`config.mk`:
```
export PLATFORM = sky130hd
export DESIGN_NAME = aloc_decode
export DESIGN_NICKNAME = d
export VERILOG_FILES = /design/src/verilog/aloc_pkg.sv /design/src/verilog/aloc_cycle_timer.sv /design/src/verilog/aloc_decode.sv
export SDC_FILE = /design/constraint.sdc
export NUM_CORES = 1
export LEC_CHECK = 0
export BUFFER_PORTS_ARGS = -buffer_cell sky130_fd_sc_hd__buf_2
export CAP_MARGIN = 20
export CORE_UTILIZATION = 35
export CTS_CLUSTER_SIZE = 30
export DETAILED_ROUTE_END_ITERATION = 6
export PLACE_DENSITY = 0.61
export SLEW_MARGIN = 20
export SYNTH_ARGS = -nofsm -noshare
export SYNTH_HDL_FRONTEND = slang
export SYNTH_SLANG_ARGS = --single-unit
```
`constraint.sdc`:
```
create_clock -name core_clk_i -period 7.5 [get_ports core_clk_i]
set_clock_uncertainty 0.1 [all_clocks]
set_input_delay 1.875 -clock core_clk_i [delete_from_list [all_inputs] [get_ports core_clk_i]]
set_output_delay 1.875 -clock core_clk_i [all_outputs]
set_load 0.01 [all_outputs]
```
`src/verilog/aloc_pkg.sv`:
```
package aloc_pkg;

  typedef enum logic [3:0] {
    OP_NONE, OP_SMUL, OP_UDIV, OP_SDIV, OP_ADJ_MUL, OP_ADJ_DIV,
    OP_SXB, OP_SXW, OP_AND, OP_TEST, OP_OR
  } aloc_op_e;

  typedef logic [6:0] aloc_cyc_t;

  typedef struct packed {
    aloc_op_e op;
    logic word;
    logic dir;
    logic mem;
    logic imm;
    logic acc;
    logic [2:0] reg_f;
    logic [2:0] rm;
    aloc_cyc_t cyc_min;
    aloc_cyc_t cyc_max;
  } aloc_dec_s;

  // opcode patterns: upper bits without w (6-bit AND/OR forms also without d), or whole bytes
  localparam logic [6:0] GRP3_OP = 7'h7b;
  localparam logic [6:0] TEST_RM_OP = 7'h42;
  localparam logic [6:0] TEST_ACC_OP = 7'h54;
  localparam logic [6:0] OR_ACC_OP = 7'h06;
  localparam logic [6:0] AND_ACC_OP = 7'h12;
  localparam logic [6:0] LOGIC_IMM_OP = 7'h40;
  localparam logic [5:0] AND_RM_OP = 6'h08;
  localparam logic [5:0] OR_RM_OP = 6'h02;
  localparam logic [7:0] ADJ_MUL_OP = 8'hd4;
  localparam logic [7:0] ADJ_DIV_OP = 8'hd5;
  localparam logic [7:0] ADJ_BASE = 8'h0a;
  localparam logic [7:0] SXB_OP = 8'h98;
  localparam logic [7:0] SXW_OP = 8'h99;

  localparam logic [2:0] SUB_TEST = 3'h0;
  localparam logic [2:0] SUB_OR = 3'h1;
  localparam logic [2:0] SUB_AND = 3'h4;
  localparam logic [2:0] SUB_SMUL = 3'h5;
  localparam logic [2:0] SUB_UDIV = 3'h6;
  localparam logic [2:0] SUB_SDIV = 3'h7;
  localparam logic [1:0] MOD_REG = 2'h3;

  // clock counts
  localparam aloc_cyc_t SMUL_RB_MIN = 7'h19;
  localparam aloc_cyc_t SMUL_RB_MAX = 7'h1c;
  localparam aloc_cyc_t SMUL_RW_MIN = 7'h22;
  localparam aloc_cyc_t SMUL_RW_MAX = 7'h25;
  localparam aloc_cyc_t SMUL_MB_MIN = 7'h1f;
  localparam aloc_cyc_t SMUL_MB_MIN8 = 7'h20;
  localparam aloc_cyc_t SMUL_MB_MAX = 7'h22;
  localparam aloc_cyc_t SMUL_MW_MIN = 7'h28;
  localparam aloc_cyc_t SMUL_MW_MAX = 7'h2b;
  localparam aloc_cyc_t UDIV_RB = 7'h1d;
  localparam aloc_cyc_t UDIV_RW = 7'h26;
  localparam aloc_cyc_t UDIV_MB = 7'h23;
  localparam aloc_cyc_t UDIV_MW = 7'h2c;
  localparam aloc_cyc_t SDIV_RB_MIN = 7'h2c;
  localparam aloc_cyc_t SDIV_RB_MAX = 7'h34;
  localparam aloc_cyc_t SDIV_RW_MIN = 7'h35;
  localparam aloc_cyc_t SDIV_RW_MAX = 7'h3d;
  localparam aloc_cyc_t SDIV_MB_MIN = 7'h32;
  localparam aloc_cyc_t SDIV_MB_MAX = 7'h3a;
  localparam aloc_cyc_t SDIV_MW_MIN = 7'h3b;
  localparam aloc_cyc_t SDIV_MW_MAX = 7'h43;
  localparam aloc_cyc_t ADJ_MUL_CYC = 7'h13;
  localparam aloc_cyc_t ADJ_DIV_CYC = 7'h0f;
  localparam aloc_cyc_t SXB_CYC = 7'h02;
  localparam aloc_cyc_t SXW_CYC = 7'h04;
  localparam aloc_cyc_t LOGIC_REG_CYC = 7'h03;
  localparam aloc_cyc_t LOGIC_MEM_CYC = 7'h0a;
  localparam aloc_cyc_t ACC_BYTE_CYC = 7'h03;
  localparam aloc_cyc_t ACC_WORD_CYC = 7'h04;
  localparam aloc_cyc_t IMM_REG_CYC = 7'h04;
  localparam aloc_cyc_t IMM_MEM_CYC = 7'h10;
  localparam aloc_cyc_t TEST_IMM_MEM_CYC = 7'h0a;
  localparam aloc_cyc_t BUS8_WORD_MEM_EXTRA = 7'h04;

  function automatic aloc_dec_s aloc_cycles(input aloc_dec_s d, input logic bus8);
    aloc_dec_s r;
    r = d;
    r.cyc_min = '0;
    r.cyc_max = '0;
    case (d.op)
      OP_SMUL:
      begin
        r.cyc_min = d.word ? (d.mem ? SMUL_MW_MIN : SMUL_RW_MIN)
                           : (d.mem ? (bus8 ? SMUL_MB_MIN8 : SMUL_MB_MIN) : SMUL_RB_MIN);
        r.cyc_max = d.word ? (d.mem ? SMUL_MW_MAX : SMUL_RW_MAX)
                           : (d.mem ? SMUL_MB_MAX : SMUL_RB_MAX);
      end
      OP_UDIV:
      begin
        r.cyc_min = d.word ? (d.mem ? UDIV_MW : UDIV_RW) : (d.mem ? UDIV_MB : UDIV_RB);
        r.cyc_max = r.cyc_min;
      end
      OP_SDIV:
      begin
        r.cyc_min = d.word ? (d.mem ? SDIV_MW_MIN : SDIV_RW_MIN)
                           : (d.mem ? SDIV_MB_MIN : SDIV_RB_MIN);
        r.cyc_max = d.word ? (d.mem ? SDIV_MW_MAX : SDIV_RW_MAX)
                           : (d.mem ? SDIV_MB_MAX : SDIV_RB_MAX);
      end
      OP_ADJ_MUL: r.cyc_min = ADJ_MUL_CYC;
      OP_ADJ_DIV: r.cyc_min = ADJ_DIV_CYC;
      OP_SXB: r.cyc_min = SXB_CYC;
      OP_SXW: r.cyc_min = SXW_CYC;
      OP_AND, OP_TEST, OP_OR:
      begin
        if (d.acc)
          r.cyc_min = d.word ? ACC_WORD_CYC : ACC_BYTE_CYC;
        else if (d.imm)
          r.cyc_min = d.mem ? ((d.op == OP_TEST) ? TEST_IMM_MEM_CYC : IMM_MEM_CYC)
                            : IMM_REG_CYC;
        else
          r.cyc_min = d.mem ? LOGIC_MEM_CYC : LOGIC_REG_CYC;
      end
      default: r.cyc_min = '0;
    endcase
    if (d.op != OP_SMUL && d.op != OP_SDIV)
      r.cyc_max = r.cyc_min;
    // word access to memory costs more on the narrow bus
    if (bus8 && d.word && d.mem)
    begin
      r.cyc_min = aloc_cyc_t'(r.cyc_min + BUS8_WORD_MEM_EXTRA);
      r.cyc_max = aloc_cyc_t'(r.cyc_max + BUS8_WORD_MEM_EXTRA);
    end
    return r;
  endfunction : aloc_cycles

endpackage : aloc_pkg

```
`src/verilog/aloc_cycle_timer.sv`:
```
`timescale 1ns/1ps
module aloc_cycle_timer (
  input wire logic core_clk_i,
  input wire logic srst_i,
  input wire logic load_i,
  input wire aloc_pkg::aloc_cyc_t count_i,
  output logic busy_o,
  output logic done_o
);

  typedef struct packed {
    aloc_pkg::aloc_cyc_t cnt;
  } aloc_tmr_s;

  aloc_tmr_s tmr_q;
  aloc_tmr_s tmr_d;

  always_comb
  begin
    tmr_d = tmr_q;
    if (load_i)
      tmr_d.cnt = count_i;
    else if (tmr_q.cnt != '0)
      tmr_d.cnt = tmr_q.cnt - 7'h01;
  end

  always_ff @(posedge core_clk_i)
  begin
    if (srst_i)
      tmr_q <= '0;
    else
      tmr_q <= tmr_d;
  end

  assign busy_o = (tmr_q.cnt != '0);
  assign done_o = (tmr_q.cnt == 7'h01);

endmodule : aloc_cycle_timer

```
`src/verilog/aloc_decode.sv`:
```
// Contract
// - Opcode 1111011w with sub-field 101 is signed multiply, 25-28 clocks byte reg, 34-37 word reg.
// - Opcode 1111011w with sub-field 110 is unsigned divide, 44 clocks for a memory word.
// - Opcode 1111011w with sub-field 111 is signed divide, 44-52 byte reg, 53-61 word reg.
// - Bytes 11010100 then 00001010 are the decimal adjust after multiply, 19 clocks.
// - Bytes 11010101 then 00001010 are the decimal adjust before divide, 15 clocks.
// - Byte 10011000 sign-extends the low accumulator byte to 16 bits in 2 clocks.
// - Byte 10011001 sign-extends the accumulator to a 32-bit pair in 4 clocks.
// - Opcode 001000dw with a mode byte is a register/memory AND, 3 clocks reg, 10 with memory.
// - Flag-only AND decodes from 1000010w with register operand and 1010100w against accumulator.
// - Opcode 000010dw with a mode byte is a register/memory OR; 0000110w ORs data into accumulator.
// - Word operations touching memory take 4 more clocks on the 8-bit bus variant.
`timescale 1ns/1ps
module aloc_decode (
  input wire logic core_clk_i,
  input wire logic srst_i,
  input wire logic bus8_i,
  input wire logic byte_valid_i,
  input wire logic [7:0] byte_i,
  output logic byte_ready_o,
  output aloc_pkg::aloc_dec_s dec_o,
  output logic busy_o,
  output logic done_o,
  output logic illegal_o
);

  typedef enum {S_IDLE, S_MODRM, S_ADJ} aloc_st_e;

  typedef struct packed {
    aloc_st_e st;
    logic [7:0] opc;
    aloc_pkg::aloc_dec_s dec;
    logic illegal;
  } aloc_state_s;

  aloc_state_s q;
  aloc_state_s d;
  aloc_pkg::aloc_dec_s nd;
  logic take;
  logic load;
  logic legal;
  logic mod_mem;
  logic [2:0] sub;

  assign take = byte_valid_i && byte_ready_o;
  assign byte_ready_o = !busy_o;
  assign mod_mem = (byte_i[7:6] != aloc_pkg::MOD_REG);
  assign sub = byte_i[5:3];

  always_comb
  begin
    d = q;
    d.illegal = 1'b0;
    nd = '0;
    legal = 1'b0;
    load = 1'b0;
    case (q.st)
      S_IDLE:
      begin
        if (take)
        begin
          nd.word = byte_i[0];
          if (byte_i == aloc_pkg::SXB_OP)
          begin
            nd.op = aloc_pkg::OP_SXB;
            nd.word = 1'b0;
            legal = 1'b1;
          end
          else if (byte_i == aloc_pkg::SXW_OP)
          begin
            nd.op = aloc_pkg::OP_SXW;
            nd.word = 1'b1;
            legal = 1'b1;
          end
          else if (byte_i[7:1] == aloc_pkg::TEST_ACC_OP)
          begin
            nd.op = aloc_pkg::OP_TEST;
            {nd.imm, nd.acc, legal} = 3'h7;
          end
          else if (byte_i[7:1] == aloc_pkg::OR_ACC_OP)
          begin
            nd.op = aloc_pkg::OP_OR;
            {nd.imm, nd.acc, legal} = 3'h7;
          end
          else if (byte_i[7:1] == aloc_pkg::AND_ACC_OP)
          begin
            nd.op = aloc_pkg::OP_AND;
            {nd.imm, nd.acc, legal} = 3'h7;
          end
          else if (byte_i == aloc_pkg::ADJ_MUL_OP || byte_i == aloc_pkg::ADJ_DIV_OP)
            d.st = S_ADJ;
          else if (byte_i[7:1] == aloc_pkg::GRP3_OP || byte_i[7:1] == aloc_pkg::TEST_RM_OP
                   || byte_i[7:1] == aloc_pkg::LOGIC_IMM_OP
                   || byte_i[7:2] == aloc_pkg::AND_RM_OP || byte_i[7:2] == aloc_pkg::OR_RM_OP)
            d.st = S_MODRM;
          else
            d.illegal = 1'b1;
          d.opc = byte_i;
        end
      end
      S_MODRM:
      begin
        if (take)
        begin
          nd.word = q.opc[0];
          nd.mem = mod_mem;
          nd.reg_f = sub;
          nd.rm = byte_i[2:0];
          legal = 1'b1;
          if (q.opc[7:1] == aloc_pkg::GRP3_OP)
          begin
            case (sub)
              aloc_pkg::SUB_SMUL: nd.op = aloc_pkg::OP_SMUL;
              aloc_pkg::SUB_UDIV: nd.op = aloc_pkg::OP_UDIV;
              aloc_pkg::SUB_SDIV: nd.op = aloc_pkg::OP_SDIV;
              aloc_pkg::SUB_TEST:
              begin
                nd.op = aloc_pkg::OP_TEST;
                nd.imm = 1'b1;
              end
              default: legal = 1'b0;
            endcase
          end
          else if (q.opc[7:1] == aloc_pkg::LOGIC_IMM_OP)
          begin
            nd.imm = 1'b1;
            case (sub)
              aloc_pkg::SUB_AND: nd.op = aloc_pkg::OP_AND;
              aloc_pkg::SUB_OR: nd.op = aloc_pkg::OP_OR;
              default: legal = 1'b0;
            endcase
          end
          else if (q.opc[7:1] == aloc_pkg::TEST_RM_OP)
            nd.op = aloc_pkg::OP_TEST;
          else
          begin
            nd.op = (q.opc[7:2] == aloc_pkg::AND_RM_OP) ? aloc_pkg::OP_AND : aloc_pkg::OP_OR;
            nd.dir = q.opc[1];
          end
          d.illegal = !legal;
          d.st = S_IDLE;
        end
      end
      S_ADJ:
      begin
        if (take)
        begin
          // second byte must be the base
          legal = (byte_i == aloc_pkg::ADJ_BASE);
          nd.op = (q.opc == aloc_pkg::ADJ_MUL_OP) ? aloc_pkg::OP_ADJ_MUL
                                                  : aloc_pkg::OP_ADJ_DIV;
          d.illegal = !legal;
          d.st = S_IDLE;
        end
      end
      default: d.st = S_IDLE;
    endcase
    if (legal)
    begin
      // cycle lookup with narrow bus penalty
      d.dec = aloc_pkg::aloc_cycles(nd, bus8_i);
      load = 1'b1;
    end
  end

  always_ff @(posedge core_clk_i)
  begin
    if (srst_i)
    begin
      q.st <= S_IDLE;
      q.opc <= '0;
      q.dec <= '0;
      q.illegal <= 1'b0;
    end
    else
      q <= d;
  end

  aloc_cycle_timer u_timer (
    .core_clk_i(core_clk_i),
    .srst_i(srst_i),
    .load_i(load),
    .count_i(d.dec.cyc_min),
    .busy_o(busy_o),
    .done_o(done_o)
  );

  assign dec_o = q.dec;
  assign illegal_o = q.illegal;

  AST_SMUL_BYTE: assert property (@(posedge core_clk_i) disable iff (srst_i)
    take && q.st == S_MODRM && q.opc == 8'hf6 && sub == 3'h5 && !mod_mem
    |=> dec_o.op == aloc_pkg::OP_SMUL && dec_o.cyc_min == 7'h19 && dec_o.cyc_max == 7'h1c)
    else $error("signed multiply byte register count wrong");

  AST_SMUL_WORD: assert property (@(posedge core_clk_i) disable iff (srst_i)
    take && q.st == S_MODRM && q.opc == 8'hf7 && sub == 3'h5 && !mod_mem
    |=> dec_o.cyc_min == 7'h22 && dec_o.cyc_max == 7'h25)
    else $error("signed multiply word register count wrong");

  AST_UDIV_MEMW: assert property (@(posedge core_clk_i) disable iff (srst_i)
    take && q.st == S_MODRM && q.opc == 8'hf7 && sub == 3'h6 && mod_mem && !bus8_i
    |=> dec_o.op == aloc_pkg::OP_UDIV && dec_o.cyc_min == 7'h2c && busy_o)
    else $error("unsigned divide memory word count wrong");

  AST_SDIV_REG: assert property (@(posedge core_clk_i) disable iff (srst_i)
    take && q.st == S_MODRM && q.opc[7:1] == 7'h7b && sub == 3'h7 && !mod_mem
    |=> dec_o.op == aloc_pkg::OP_SDIV
        && dec_o.cyc_max == (dec_o.word ? 7'h3d : 7'h34))
    else $error("signed divide register count wrong");

  AST_ADJ_MUL: assert property (@(posedge core_clk_i) disable iff (srst_i)
    take && q.st == S_ADJ && q.opc == 8'hd4 && byte_i == 8'h0a
    |=> dec_o.op == aloc_pkg::OP_ADJ_MUL && !done_o ##18 done_o)
    else $error("adjust after multiply not 19 clocks");

  AST_ADJ_DIV: assert property (@(posedge core_clk_i) disable iff (srst_i)
    take && q.st == S_ADJ && q.opc == 8'hd5 && byte_i == 8'h0a
    |=> busy_o && !done_o ##14 done_o ##1 !busy_o)
    else $error("adjust before divide not 15 clocks");

  AST_SXB: assert property (@(posedge core_clk_i) disable iff (srst_i)
    take && q.st == S_IDLE && byte_i == 8'h98
    |=> dec_o.op == aloc_pkg::OP_SXB && !done_o ##1 done_o ##1 byte_ready_o)
    else $error("byte sign extend not 2 clocks");

  AST_SXW: assert property (@(posedge core_clk_i) disable iff (srst_i)
    take && q.st == S_IDLE && byte_i == 8'h99
    |=> !done_o [*3] ##1 done_o)
    else $error("word sign extend not 4 clocks");

  AST_AND_RM: assert property (@(posedge core_clk_i) disable iff (srst_i)
    take && q.st == S_MODRM && q.opc[7:2] == 6'h08 && !(bus8_i && q.opc[0] && mod_mem)
    |=> dec_o.op == aloc_pkg::OP_AND && dec_o.cyc_min == (dec_o.mem ? 7'h0a : 7'h03))
    else $error("and register memory count wrong");

  AST_TEST_DEC: assert property (@(posedge core_clk_i) disable iff (srst_i)
    take && ((q.st == S_MODRM && q.opc[7:1] == 7'h42)
             || (q.st == S_IDLE && byte_i[7:1] == 7'h54))
    |=> dec_o.op == aloc_pkg::OP_TEST && !illegal_o)
    else $error("flag-only and not decoded");

  AST_OR_DEC: assert property (@(posedge core_clk_i) disable iff (srst_i)
    take && ((q.st == S_MODRM && q.opc[7:2] == 6'h02)
             || (q.st == S_IDLE && byte_i[7:1] == 7'h06))
    |=> dec_o.op == aloc_pkg::OP_OR && busy_o)
    else $error("or not decoded");

  AST_BUS8_EXTRA: assert property (@(posedge core_clk_i) disable iff (srst_i)
    take && q.st == S_MODRM && q.opc == 8'hf7 && sub == 3'h6 && mod_mem && bus8_i
    |=> dec_o.cyc_min == 7'h30)
    else $error("narrow bus word memory penalty missing");

  AST_WD_BITS: assert property (@(posedge core_clk_i) disable iff (srst_i)
    take && q.st == S_MODRM && q.opc[7:2] == 6'h08
    |=> dec_o.word == $past(q.opc[0]) && dec_o.dir == $past(q.opc[1]))
    else $error("width or direction bit lost");

endmodule : aloc_decode

```
# Word level (Yosys, flattened, before mapping)
# Cells that the tools add are included.
# op_classes
n_addsub,3
n_eq_ne,47
n_mux,103
n_reduce_logical,22
# ops
cell,count
2-to-1 mux 32 bit,8
case mux 32 bit (2 select lines),1
2-to-1 mux 6 bit,9
"equality test 7 bit, second input constant",7
2-to-1 mux 7 bit,7
2-to-1 mux 4 bit,12
case mux 6 bit (8 select lines),1
"equality test 8 bit, second input constant",5
2-to-1 mux 40 bit,1
2-to-1 mux 5 bit,8
2-to-1 mux 1 bit,34
"equality test 32 x 1 -> 1 bit, second input constant",1
"equality test 32 x 2 -> 1 bit, second input constant",1
zero test 32 bit,1
2-to-1 mux 14 bit,2
case mux 7 bit (3 select lines),1
2-to-1 mux 2 bit,9
"equality test 4 x 3 -> 1 bit, second input constant",4
case mux 4 bit (4 select lines),1
"adder 7 x 3 -> 7 bit, second input constant",2
"inequality test 2 bit, second input constant",7
"equality test 3 bit, second input constant",4
"equality test 4 bit, second input constant",3
"equality test 6 x 4 -> 1 bit, second input constant",2
30 further kinds,44
# totals
regBits,77
input_bits,12
wordCells,189

# Longest topological paths before layout
# Gate-level depths: netlist of the first run.
# depth
ltp_word,21
ltp_mapped,18

# By module
# A second synthesis of the first run with hierarchy kept.
# unflattened
hier_cells,493
area_unflattened_um2,3737.3
# by_module_without_submodules
module,instances,cells_per_inst,area_each_um2,seq_area_each_um2
aloc_decode,1,441,3290.7,800.8
aloc_cycle_timer,1,52,446.7,140.1

# Worst setup path after synthesis of the first run
# OpenSTA, ideal clock, no wires.
# synth_timing
kind,input to register
start,input byte_i[1]
end,register q (netlist bit dec_o[6])
arrival_time_ns,4.642
required_time_ns,7.309
setup_slack_ns,2.667
path_stages,12
n_path_buf,1
path_cell_list,clkbuf_1 > nor3_1 > a41oi_1 > nor2_1 > or4_1 > nor2_1 > o211ai_1 > o21a_1 > ha_1 > and2_1 > a31o_1 > a311oi_1
# synth_via
elab_chain_cells,19
# synth_rtl
element,line,rtl
start: declaration,aloc_decode.sv:19,"input wire logic [7:0] byte_i,"
equality test 7 x 5 -> 1 bit,aloc_decode.sv:85,else if (byte_i[7:1] == aloc_pkg::AND_ACC_OP)
2-to-1 mux 4 bit,aloc_decode.sv:85,
2-to-1 mux 4 bit,aloc_decode.sv:80,else if (byte_i[7:1] == aloc_pkg::OR_ACC_OP)
2-to-1 mux 4 bit,aloc_decode.sv:75,else if (byte_i[7:1] == aloc_pkg::TEST_ACC_OP)
2-to-1 mux 4 bit,aloc_decode.sv:69,else if (byte_i == aloc_pkg::SXW_OP)
2-to-1 mux 5 bit,aloc_decode.sv:63,if (byte_i == aloc_pkg::SXB_OP)
2-to-1 mux 5 bit,aloc_decode.sv:60,if (take)
case mux 4 bit (3 select lines),aloc_decode.sv:57,case (q.st)
[3 not listed],--,
2-to-1 mux 5 bit,aloc_pkg.sv:114,else if (d.imm)
2-to-1 mux 5 bit,aloc_pkg.sv:112,if (d.acc)
case mux 6 bit (8 select lines),aloc_pkg.sv:86,case (d.op)
2-to-1 mux 7 bit,aloc_decode.sv:158,if (legal)
2-to-1 mux 7 bit,aloc_pkg.sv:122,if (d.op != OP_SMUL && d.op != OP_SDIV)
2-to-1 mux 7 bit,aloc_decode.sv:158,
adder 7 x 3 -> 7 bit,aloc_pkg.sv:128,r.cyc_max = aloc_cyc_t'(r.cyc_max + BUS8_WORD_MEM_EXTRA);
2-to-1 mux 14 bit,aloc_pkg.sv:125,if (bus8 && d.word && d.mem)
end: declaration,aloc_decode.sv:36,aloc_state_s q;
# Several ways; a longest one is shown, not always the timed one. The select of a mux whose other input is x is not followed.
# A chain may end at the register's enable or synchronous reset.

# Worst setup path in the final report of the first run
# layout_timing
start,input byte_i[5]
end,register q (netlist bit dec_o[6])
# The elaborated chain is that of the path after synthesis.

==> results.cfg, run 1 <==
[floorplan]
rows = 37
coreArea_um2 = 10300
ios = 45
die_w_um = 105
die_h_um = 105
start_util_pct = 35.9
design.die.area_um2 = 11000

[global_route]
grt_pass1_vias = 3315
grt_max_degree = 50
top_usage_layer = met2
gr-total-overflow = 0
use_met2_pct = 31.0
antenna_found_initial = 0
met1_usage_pct = 27.0
met3_usage_pct = 3.06
grtUsageTotal_pct = 19.8
grt_pass1_wl_um = 17300

[cts]
cts_made_buffers = 5
h-tree-depth = 2
cts_sinks = 47
clk_pin_slew_ps = 100
clockRootBuffer = clkbuf_8
cts_tree = done
clk_latency_ps = 320
cts_hold_buffers = 0
postCtsSetupRepairBufs = 0
cts_buffer_depth = 2
ctsResizeCount = 0

[finish]
nFillCells = 1118
mostFrequentLayoutCells = nand2_1, nor2_1, dfxtp_1
diodes = 0
drive_above_1_share_pct = 14.9
fin_nets = 514
layout_commonest_cell = nand2_1
syn_to_final_growth_pct = 4.61

[critical_path]
path_class = in -> reg
cp.required_ps = 7630
critPathArrivalTime_ps = 5580
cp-start-kind = input port
cpMostUsedCell = nor2_1
crit_path_top_delay_cell = nor2_1
crit_fanout = 22
cp-end-kind = flop
cp_slowest_stage_delay_ps = 600
crit_chain = buf_2 -> nor3_1 -> a41oi_1 -> nor2_1 -> or4_1 -> nor2_1 -> o211ai_1 -> o21a_1 -> ha_1 -> and2_1 -> a31o_1 -> a311oi_1
rrSetupSlack_ps = 3200

[synth]
yosysWarnings = 0
synthDistinctLibCells = 80
syn_inst = 492
ys.flop_type = dfxtp_1
synthArstFlopShare_pct = 0
syn_nets = 518
synth_edf_count = 0
syn_area_per_cell_um2 = 7.50
synth_seq_cells = 47
synth.top_cell.area_share_pct = 25.5
netlist_top_cells_area = dfxtp_1, nand2_1, buf_4
synth_largest_area_cell = dfxtp_1
netlist_area_um2 = 3690
ys_seq_area_share_pct = 25.5

[route]
ant_nets = 0
dr_total_vias = 3643
totalWireLength_um = 10800
dr.pass1.iters = 7
drtIter0Drc = 336
vias_per_cell = 5.83
post_drt_wl_per_cell_um = 17.2
drc = 0

[timing]
period_share_pct = 72.6
rsz0062_at_grt = no
fmax_mhz = 184
finalCriticalPeriod_ps = 5450
maxSlewHeadroom_pct = 35.6
tightestPinTransition_ps = 963
finalSetupTns_ps = 0
finalSetupViolCount = 0
slew_viol_final = 0
hold_violations = 0

[placement]
io_buffer_count = 44
place.gp.congestion = 0.937
dp_hpwl_um = 7890

[flow_run]
maxCapViolations = 0

[pwr]
finalPower_w = 0.000747
p_leak_nw = 1.53
peakVddDrop_v = 0.000102
pwr_density_cell_nw_per_um2 = 193

[min_path]
hold_class = reg -> reg

[outcome]
run_status = finished clean
-- where the power goes --
part           switching [W]  internal, W
Combinational       0.000165     0.000112
Clock              0.0000957    0.0000668
Sequential         0.0000318     0.000276
-- area by class of cell --
class | instances | area, um^2 | area share [%]
Timing Repair Buffer | 45 | 228 | 5.90
Multi-Input combinational cell | 376 | 2380 | 61.6
Sequential cell | 47 | 941 | 24.4
Clock buffer | 5 | 68.8 | 1.78
Inverter | 13 | 48.8 | 1.26
Tap cell | 136 | 170 | 4.41
Clock inverter | 3 | 25.0 | 0.648
-- routing by layer --
layer,wire length (um),share of wire (%),vias to the layer above
met5,0,0,-
met2,4870,45,146
met4,280,2.6,0
li1,-,-,1765
met3,615,5.7,27
met1,4990,46,1705
-- flip-flops by register name (all words and copies together), names as in the netlist --
signal	count
dec_o	29
q	10
u_timer.tmr_q	7
illegal_o	1
-- cells by family after synthesis --
kind of cell    Yosys count  synth area share, %
simple gates            214                 29.6
compound gates          123                 23.3
buf+inv                  69                 10.2
flops                    47                 25.5
mux                      16                 4.48
fa+ha+maj                14                 4.75
xor+xnor                  9                 2.14
-- stage by stage --
stage / hold slack (ps) / instances / worst slack (ps) / utilization, % / instance area [um^2]
3_5_place_dp: 341 / 617 / 1830 / 36.6 / 3770
2_1_floorplan: 332 / 492 / 2670 / - / 3690
3_3_place_gp: 336 / 617 / 1850 / 36.6 / 3770
5_1_grt: 373 / 625 / 1930 / 37.6 / 3860
6_report: 350 / 625 / 2050 / 37.6 / 3860
4_1_cts: 354 / 625 / 2160 / 37.6 / 3860
-- critical path, delay by kind of cell --
family	cells	cell delay [ps]
AOI/OAI and AO/OA	5	1400
and+or+nand+nor	5	1770
adders and majority gates	1	200
buffers and inverters	1	320
-- final timing paths --
kind                          from        end  cells after the start
setup / recovery         byte_i[5]   dec_o[6]                     12
hold / removal           dec_o[19]  dec_o[19]                      2
setup reg to reg  u_timer.tmr_q[0]   dec_o[4]                     14
hold reg to reg          dec_o[19]  dec_o[19]                      2
-- cell usage after synthesis (4+ instances only) --
cell / count
a31oi_1: 7
xor2_1: 6
nand2_1: 62
a21boi_0: 4
a32oi_1: 5
and2_1: 5
a22o_1: 4
nor2_1: 53
nor4_1: 6
nand4_1: 7
dfxtp_1: 47
a21oi_1: 39
nand3_1: 22
nor3_1: 14
ha_1: 14
o21ai_0: 11
nor4b_1: 4
a211oi_1: 6
clkbuf_1: 24
or3_1: 4
inv_1: 10
o211ai_1: 5
buf_4: 29
mux2i_1: 12
Note: power is estimated with default switching activity, not from simulation.
==> run 2: changes to the inputs <==
Settings changed: PLACE_DENSITY 0.61 to 0.63.
Clock period 7.5 ns to 4.96 ns, I/O delays scaled along.
==> run 2 against run 1 <==
  * Sequential share of layout area fell by 0.92 points
  * Cell count rose by 2.7%
  * Critical endpoint is now dec_o[4]
  * Sequential power rose by 50%
  * Via count rose by 1.9%
  * The flow now finishes with violations (design-rule violations)
  * First-iteration DRC count rose by 33%
  * Global-route usage rose by 0.30 points
  * Routed wire length fell by 0.59%
  * Worst hold slack got worse by 0.94 ps
  * Clock power rose by 83%
  * Critical path depth rose by 5
==> results.cfg, run 2 (synthesis results as in run 1) <==
[pwr]
pwr-share-seq_pct = 39.2
pwr_density_cell_nw_per_um2 = 295
pwr-share-clk_pct = 25.1
p_comb_share_pct = 35.7
p_leak_nw = 1.63
p_int_w = 0.000755
p_sw_share_pct = 36.1
p_sw_w = 0.000427
peakVddDrop_v = 0.000174
finalPower_w = 0.00118

[floorplan]
die_h_um = 105
design.die.area_um2 = 11000
die_w_um = 105
rows = 37
ios = 45
coreArea_um2 = 10300
start_util_pct = 35.9

[critical_path]
r2r_start = u_timer.tmr_q[0]
cp-start-kind = input port
cp-end-kind = flop
worstReg2RegEnd = dec_o[4]
crit_start = byte_valid_i
cp-endpoint = dec_o[4]
crit_fanout = 8
critPathArrivalTime_ps = 4300
rrSetupSlack_ps = 880
path_class = in -> reg
cp.required_ps = 5020
r2r_cells = 16

[timing]
hold_violations = 0
fmax_mhz = 236
finalSetupTns_ps = 0
rsz0062_at_grt = no
finalCriticalPeriod_ps = 4240
slew_viol_final = 0
fin_ws_ps = 722
finalSetupViolCount = 0
maxSlewHeadroom_pct = 37.6
tightestPinTransition_ps = 929
period_share_pct = 85.4

[route]
drtIter0Drc = 448
ant_nets = 0
dr.pass1.iters = 7
totalWireLength_um = 10700
drc = 2
post_drt_wl_per_cell_um = 16.7
dr_total_vias = 3714
vias_per_cell = 5.79

[global_route]
gr-total-overflow = 0
grtUsageTotal_pct = 20.1
antenna_found_initial = 0
grt_max_degree = 50
grt_pass1_wl_um = 17600
grt_pass1_vias = 3442

[cts]
cts_tree = done
postCtsSetupRepairBufs = 0
cts_sinks = 47
clk_pin_slew_ps = 80
cts_made_buffers = 5
cts_hold_buffers = 0
clk_latency_ps = 310
h-tree-depth = 2
clockRootBuffer = clkbuf_8
cts_buffer_depth = 2
ctsResizeCount = 0

[placement]
io_buffer_count = 44
place.gp.congestion = 0.962
dp_cells = 634
dp_hpwl_um = 7970
dp_slack_ps = 425

[finish]
nFillCells = 1104
stdcell_count = 642
multi_input_area_um2 = 2380
syn_to_final_growth_pct = 8.71
drive_above_1_share_pct = 17.8
mostFrequentLayoutCells = nand2_1, nor2_1, dfxtp_1
layout_commonest_cell = nand2_1
ff_latch_area_um2 = 941
diodes = 0
fin_nets = 531
largest_reg_flops = 29

[outcome]
run_status = finished, violations left
violations = design-rule violations

[min_path]
hold_class = reg -> reg

[flow_run]
maxCapViolations = 0
## run 2: cell count changes in the layout (fill, tap and decap cells not counted)
cell and delta:
clkbuf_8 +1, clkinv_2 +1, clkinvlp_4 -1, bufinv_16 +1, buf_4 +17, clkinv_4 -2
## run 2: final cells by class
class                   instances  share of cell area [%]
multi-input cells             376                    59.3
flip-flops and latches         47                    23.5
repair buffers                 62                    8.86
well taps                     136                    4.24
clock buffers                   6                    2.06
inverters                      13                    1.22
clock inverters                 2                   0.873
## run 2: how the worst min path moves through the flow
stage	start	endpoint	cells after the start
4_1_cts	dec_o[19]	dec_o[19]	2
3_3_place_gp	dec_o[13]	dec_o[13]	2
5_1_grt	dec_o[25]	dec_o[25]	2
2_1_floorplan	dec_o[13]	dec_o[13]	2
3_5_place_dp	dec_o[19]	dec_o[19]	2
6_report	dec_o[23]	dec_o[23]	2
## run 2: power by group through the flow
| stage | sequential, W | combinational [W] | clock (W) |
|---|---|---|---|
| 2_1_floorplan | 0.000459 | 0.000321 | 0 |
| 3_3_place_gp | 0.000471 | 0.000417 | 0 |
| 3_5_place_dp | 0.000471 | 0.000423 | 0 |
| 4_1_cts | 0.000463 | 0.000424 | 0.000307 |
| 5_1_grt | 0.000472 | 0.000475 | 0.000321 |
| 6_report | 0.000463 | 0.000423 | 0.000296 |
## run 2: worst max-delay path, cell delays in order
cell	delay, ps
buf_2	100
or3b_2	440
nor2_1	170
nand2_1	260
ha_1	430
inv_1	90
o31ai_1	80
a21oi_1	140
a31oi_1	50
o22ai_1	400
o21a_1	220
ha_1	160
nand2_1	100
nand3_1	110
nor2_1	50
a21oi_1	160
a31oi_1	100
## run 2: layer usage
layer	vias to the layer above	GRT usage (%)	wire, um
li1	1797	-	-
met1	1735	26.7	4740
met2	156	32.0	4870
met3	26	2.56	718
met4	0	9.66	368
met5	-	0	0
## run 2: metrics by stage
| stage | cell area (um^2) | utilization [%] | hold WS [ps] |
|---|---|---|---|
| finish | 4010 | 39.0 | 349 |
| global route | 4010 | 39.0 | 367 |
| global placement | 3890 | 37.9 | 339 |
| floorplan | 3690 | - | 332 |
| CTS | 4010 | 39.0 | 353 |
| detailed placement | 3890 | 37.9 | 343 |
==> run 3: changes to the inputs <==
Settings changed: CORE_UTILIZATION 35 to 53, CTS_BUF_LIST set to sky130_fd_sc_hd__clkbuf_4 sky130_fd_sc_hd__clkbuf_8 sky130_fd_sc_hd__clkbuf_16, PLACE_DENSITY 0.63 to 0.85.
==> run 3 against run 2 <==
  * The run still ends with design-rule violations left
  * First-iteration DRC count is 10% lower
  * Die area is 33% lower
  * Worst setup slack better by 6.6 ps
  * Clock power shrank 4%
  * Largest power group unchanged
  * Sequential cell count is the same
  * Total power grew 0.15%
  * Count of clock-buffer cells in the layout stayed put
  * Critical path depth shrank 5
  * Sequential share of layout area is 0.62 points higher
  * Routed wire length down 2.5%
==> results.cfg, run 3 (synthesis results as in run 1) <==
[outcome]
run_status = finished, violations left
violations = design-rule violations

[finish]
diodes = 0
drive_above_1_share_pct = 17.1
mostFrequentLayoutCells = nand2_1, nor2_1, dfxtp_1
largest_reg_flops = 29
syn_to_final_growth_pct = 5.90
layout_commonest_cell = nand2_1
fin_nets = 528
stdcell_count = 582

[timing]
finalSetupTns_ps = 0
slew_viol_final = 0
fin_ws_ps = 729
tightestPinTransition_ps = 925
fmax_mhz = 236
rsz0062_at_grt = no
maxSlewHeadroom_pct = 37.8
hold_violations = 0
finalCriticalPeriod_ps = 4230
period_share_pct = 85.3
finalSetupViolCount = 0
whs_ps = 349

[pwr]
p_sw_share_pct = 36.7
p_sw_w = 0.000435
p_comb_share_pct = 36.7
pwr-share-seq_pct = 39.4
p_leak_nw = 1.60
p_int_w = 0.000749
pwr-share-clk_pct = 23.9
peakVddDrop_v = 0.000274
pwr_density_cell_nw_per_um2 = 303

[placement]
dp_slack_ps = 480
dp_hpwl_um = 7800
io_buffer_count = 44
place.gp.congestion = 0.943
dp_cells = 575

[route]
dr_total_vias = 3768
drtIter0Drc = 403
vias_per_cell = 6.47
drc = 1
ant_nets = 0
totalWireLength_um = 10400
dr.pass1.iters = 7
post_drt_wl_per_cell_um = 17.9

[floorplan]
design.die.area_um2 = 7300
ios = 45
rows = 30
start_util_pct = 54.6
die_h_um = 85.4
coreArea_um2 = 6760
die_w_um = 85.4

[critical_path]
rrSetupSlack_ps = 780
r2r_cells = 13
critPathArrivalTime_ps = 4350
crit_fanout = 15
cp-end-kind = flop
r2r_start = u_timer.tmr_q[0]
path_class = in -> reg
cp-start-kind = input port
cp.required_ps = 5080
worstReg2RegEnd = dec_o[6]

[global_route]
gr-total-overflow = 0
grtUsageTotal_pct = 30.1
grt_pass1_vias = 3458
grt_pass1_wl_um = 17500
grt_max_degree = 50
antenna_found_initial = 0

[cts]
ctsResizeCount = 0
postCtsSetupRepairBufs = 0
clockRootBuffer = clkbuf_8
h-tree-depth = 2
cts_tree = done
clk_latency_ps = 300
cts_made_buffers = 5
cts_sinks = 47
cts_hold_buffers = 0
cts_buffer_depth = 2
clk_pin_slew_ps = 90

[min_path]
min_from = dec_o[13]
hold_end = dec_o[13]
hold_class = reg -> reg
hold_depth = 2

[flow_run]
maxCapViolations = 0
## run 3: cell count changes in the layout (fill, tap and decap cells not counted)
cell,before,now
buf_4,18,15
clkbuf_4,0,1
clkbuf_8,6,5
clkinv_2,1,0
## run 3: layer usage
metal / up-vias / global-route usage [%] / share of wire [%]
met5: - / 0 / 0
met4: 0 / 10.5 / 3.1
met3: 36 / 6.13 / 8.2
met2: 191 / 46.3 / 45
met1: 1752 / 41.9 / 44
li1: 1789 / - / -
## run 3: critical path: stages
cell	delay [ps]
buf_2	190
nor3_1	490
o2111ai_1	220
a31oi_1	280
or2_1	450
nand2_1	190
a32oi_1	300
a21oi_1	160
ha_1	220
and2_1	170
a31o_1	220
a311oi_1	230
## run 3: metrics by stage
stage          total power (W)  utilization [%]  instance area [um^2]
2_1_floorplan         0.000779                -                  3690
3_3_place_gp          0.000892             56.3                  3800
3_5_place_dp          0.000900             56.3                  3800
4_1_cts                0.00118             57.8                  3910
5_1_grt                0.00127             57.8                  3910
6_report               0.00118             57.8                  3910
## run 3: worst max-delay path by stage
stage / end / cells after the start / from / slack (ps)
final: dec_o[6] / 12 / byte_i[3] / 730
after global placement: dec_o[6] / 13 / byte_valid_i / 520
after floorplan: dec_o[6] / 12 / byte_i[1] / 760
after detailed placement: dec_o[5] / 10 / byte_i[3] / 480
after global routing: dec_o[4] / 16 / byte_valid_i / 470
after CTS: dec_o[5] / 10 / byte_i[3] / 800
## run 3: layout make-up
cell class,count,area [um^2]
fillers,651,2850
clock inverters,1,30.0
flip-flops and latches,47,941
multi-input cells,376,2380
inverters,13,48.8
well taps,80,100
repair buffers,59,333
clock buffers,6,76.3
## run 3: power groups by stage
stage | combinational (W) | clock [W] | sequential, W
2_1_floorplan | 0.000321 | 0 | 0.000459
3_3_place_gp | 0.000420 | 0 | 0.000471
3_5_place_dp | 0.000428 | 0 | 0.000472
4_1_cts | 0.000431 | 0.000289 | 0.000464
5_1_grt | 0.000489 | 0.000303 | 0.000474
6_report | 0.000434 | 0.000283 | 0.000467
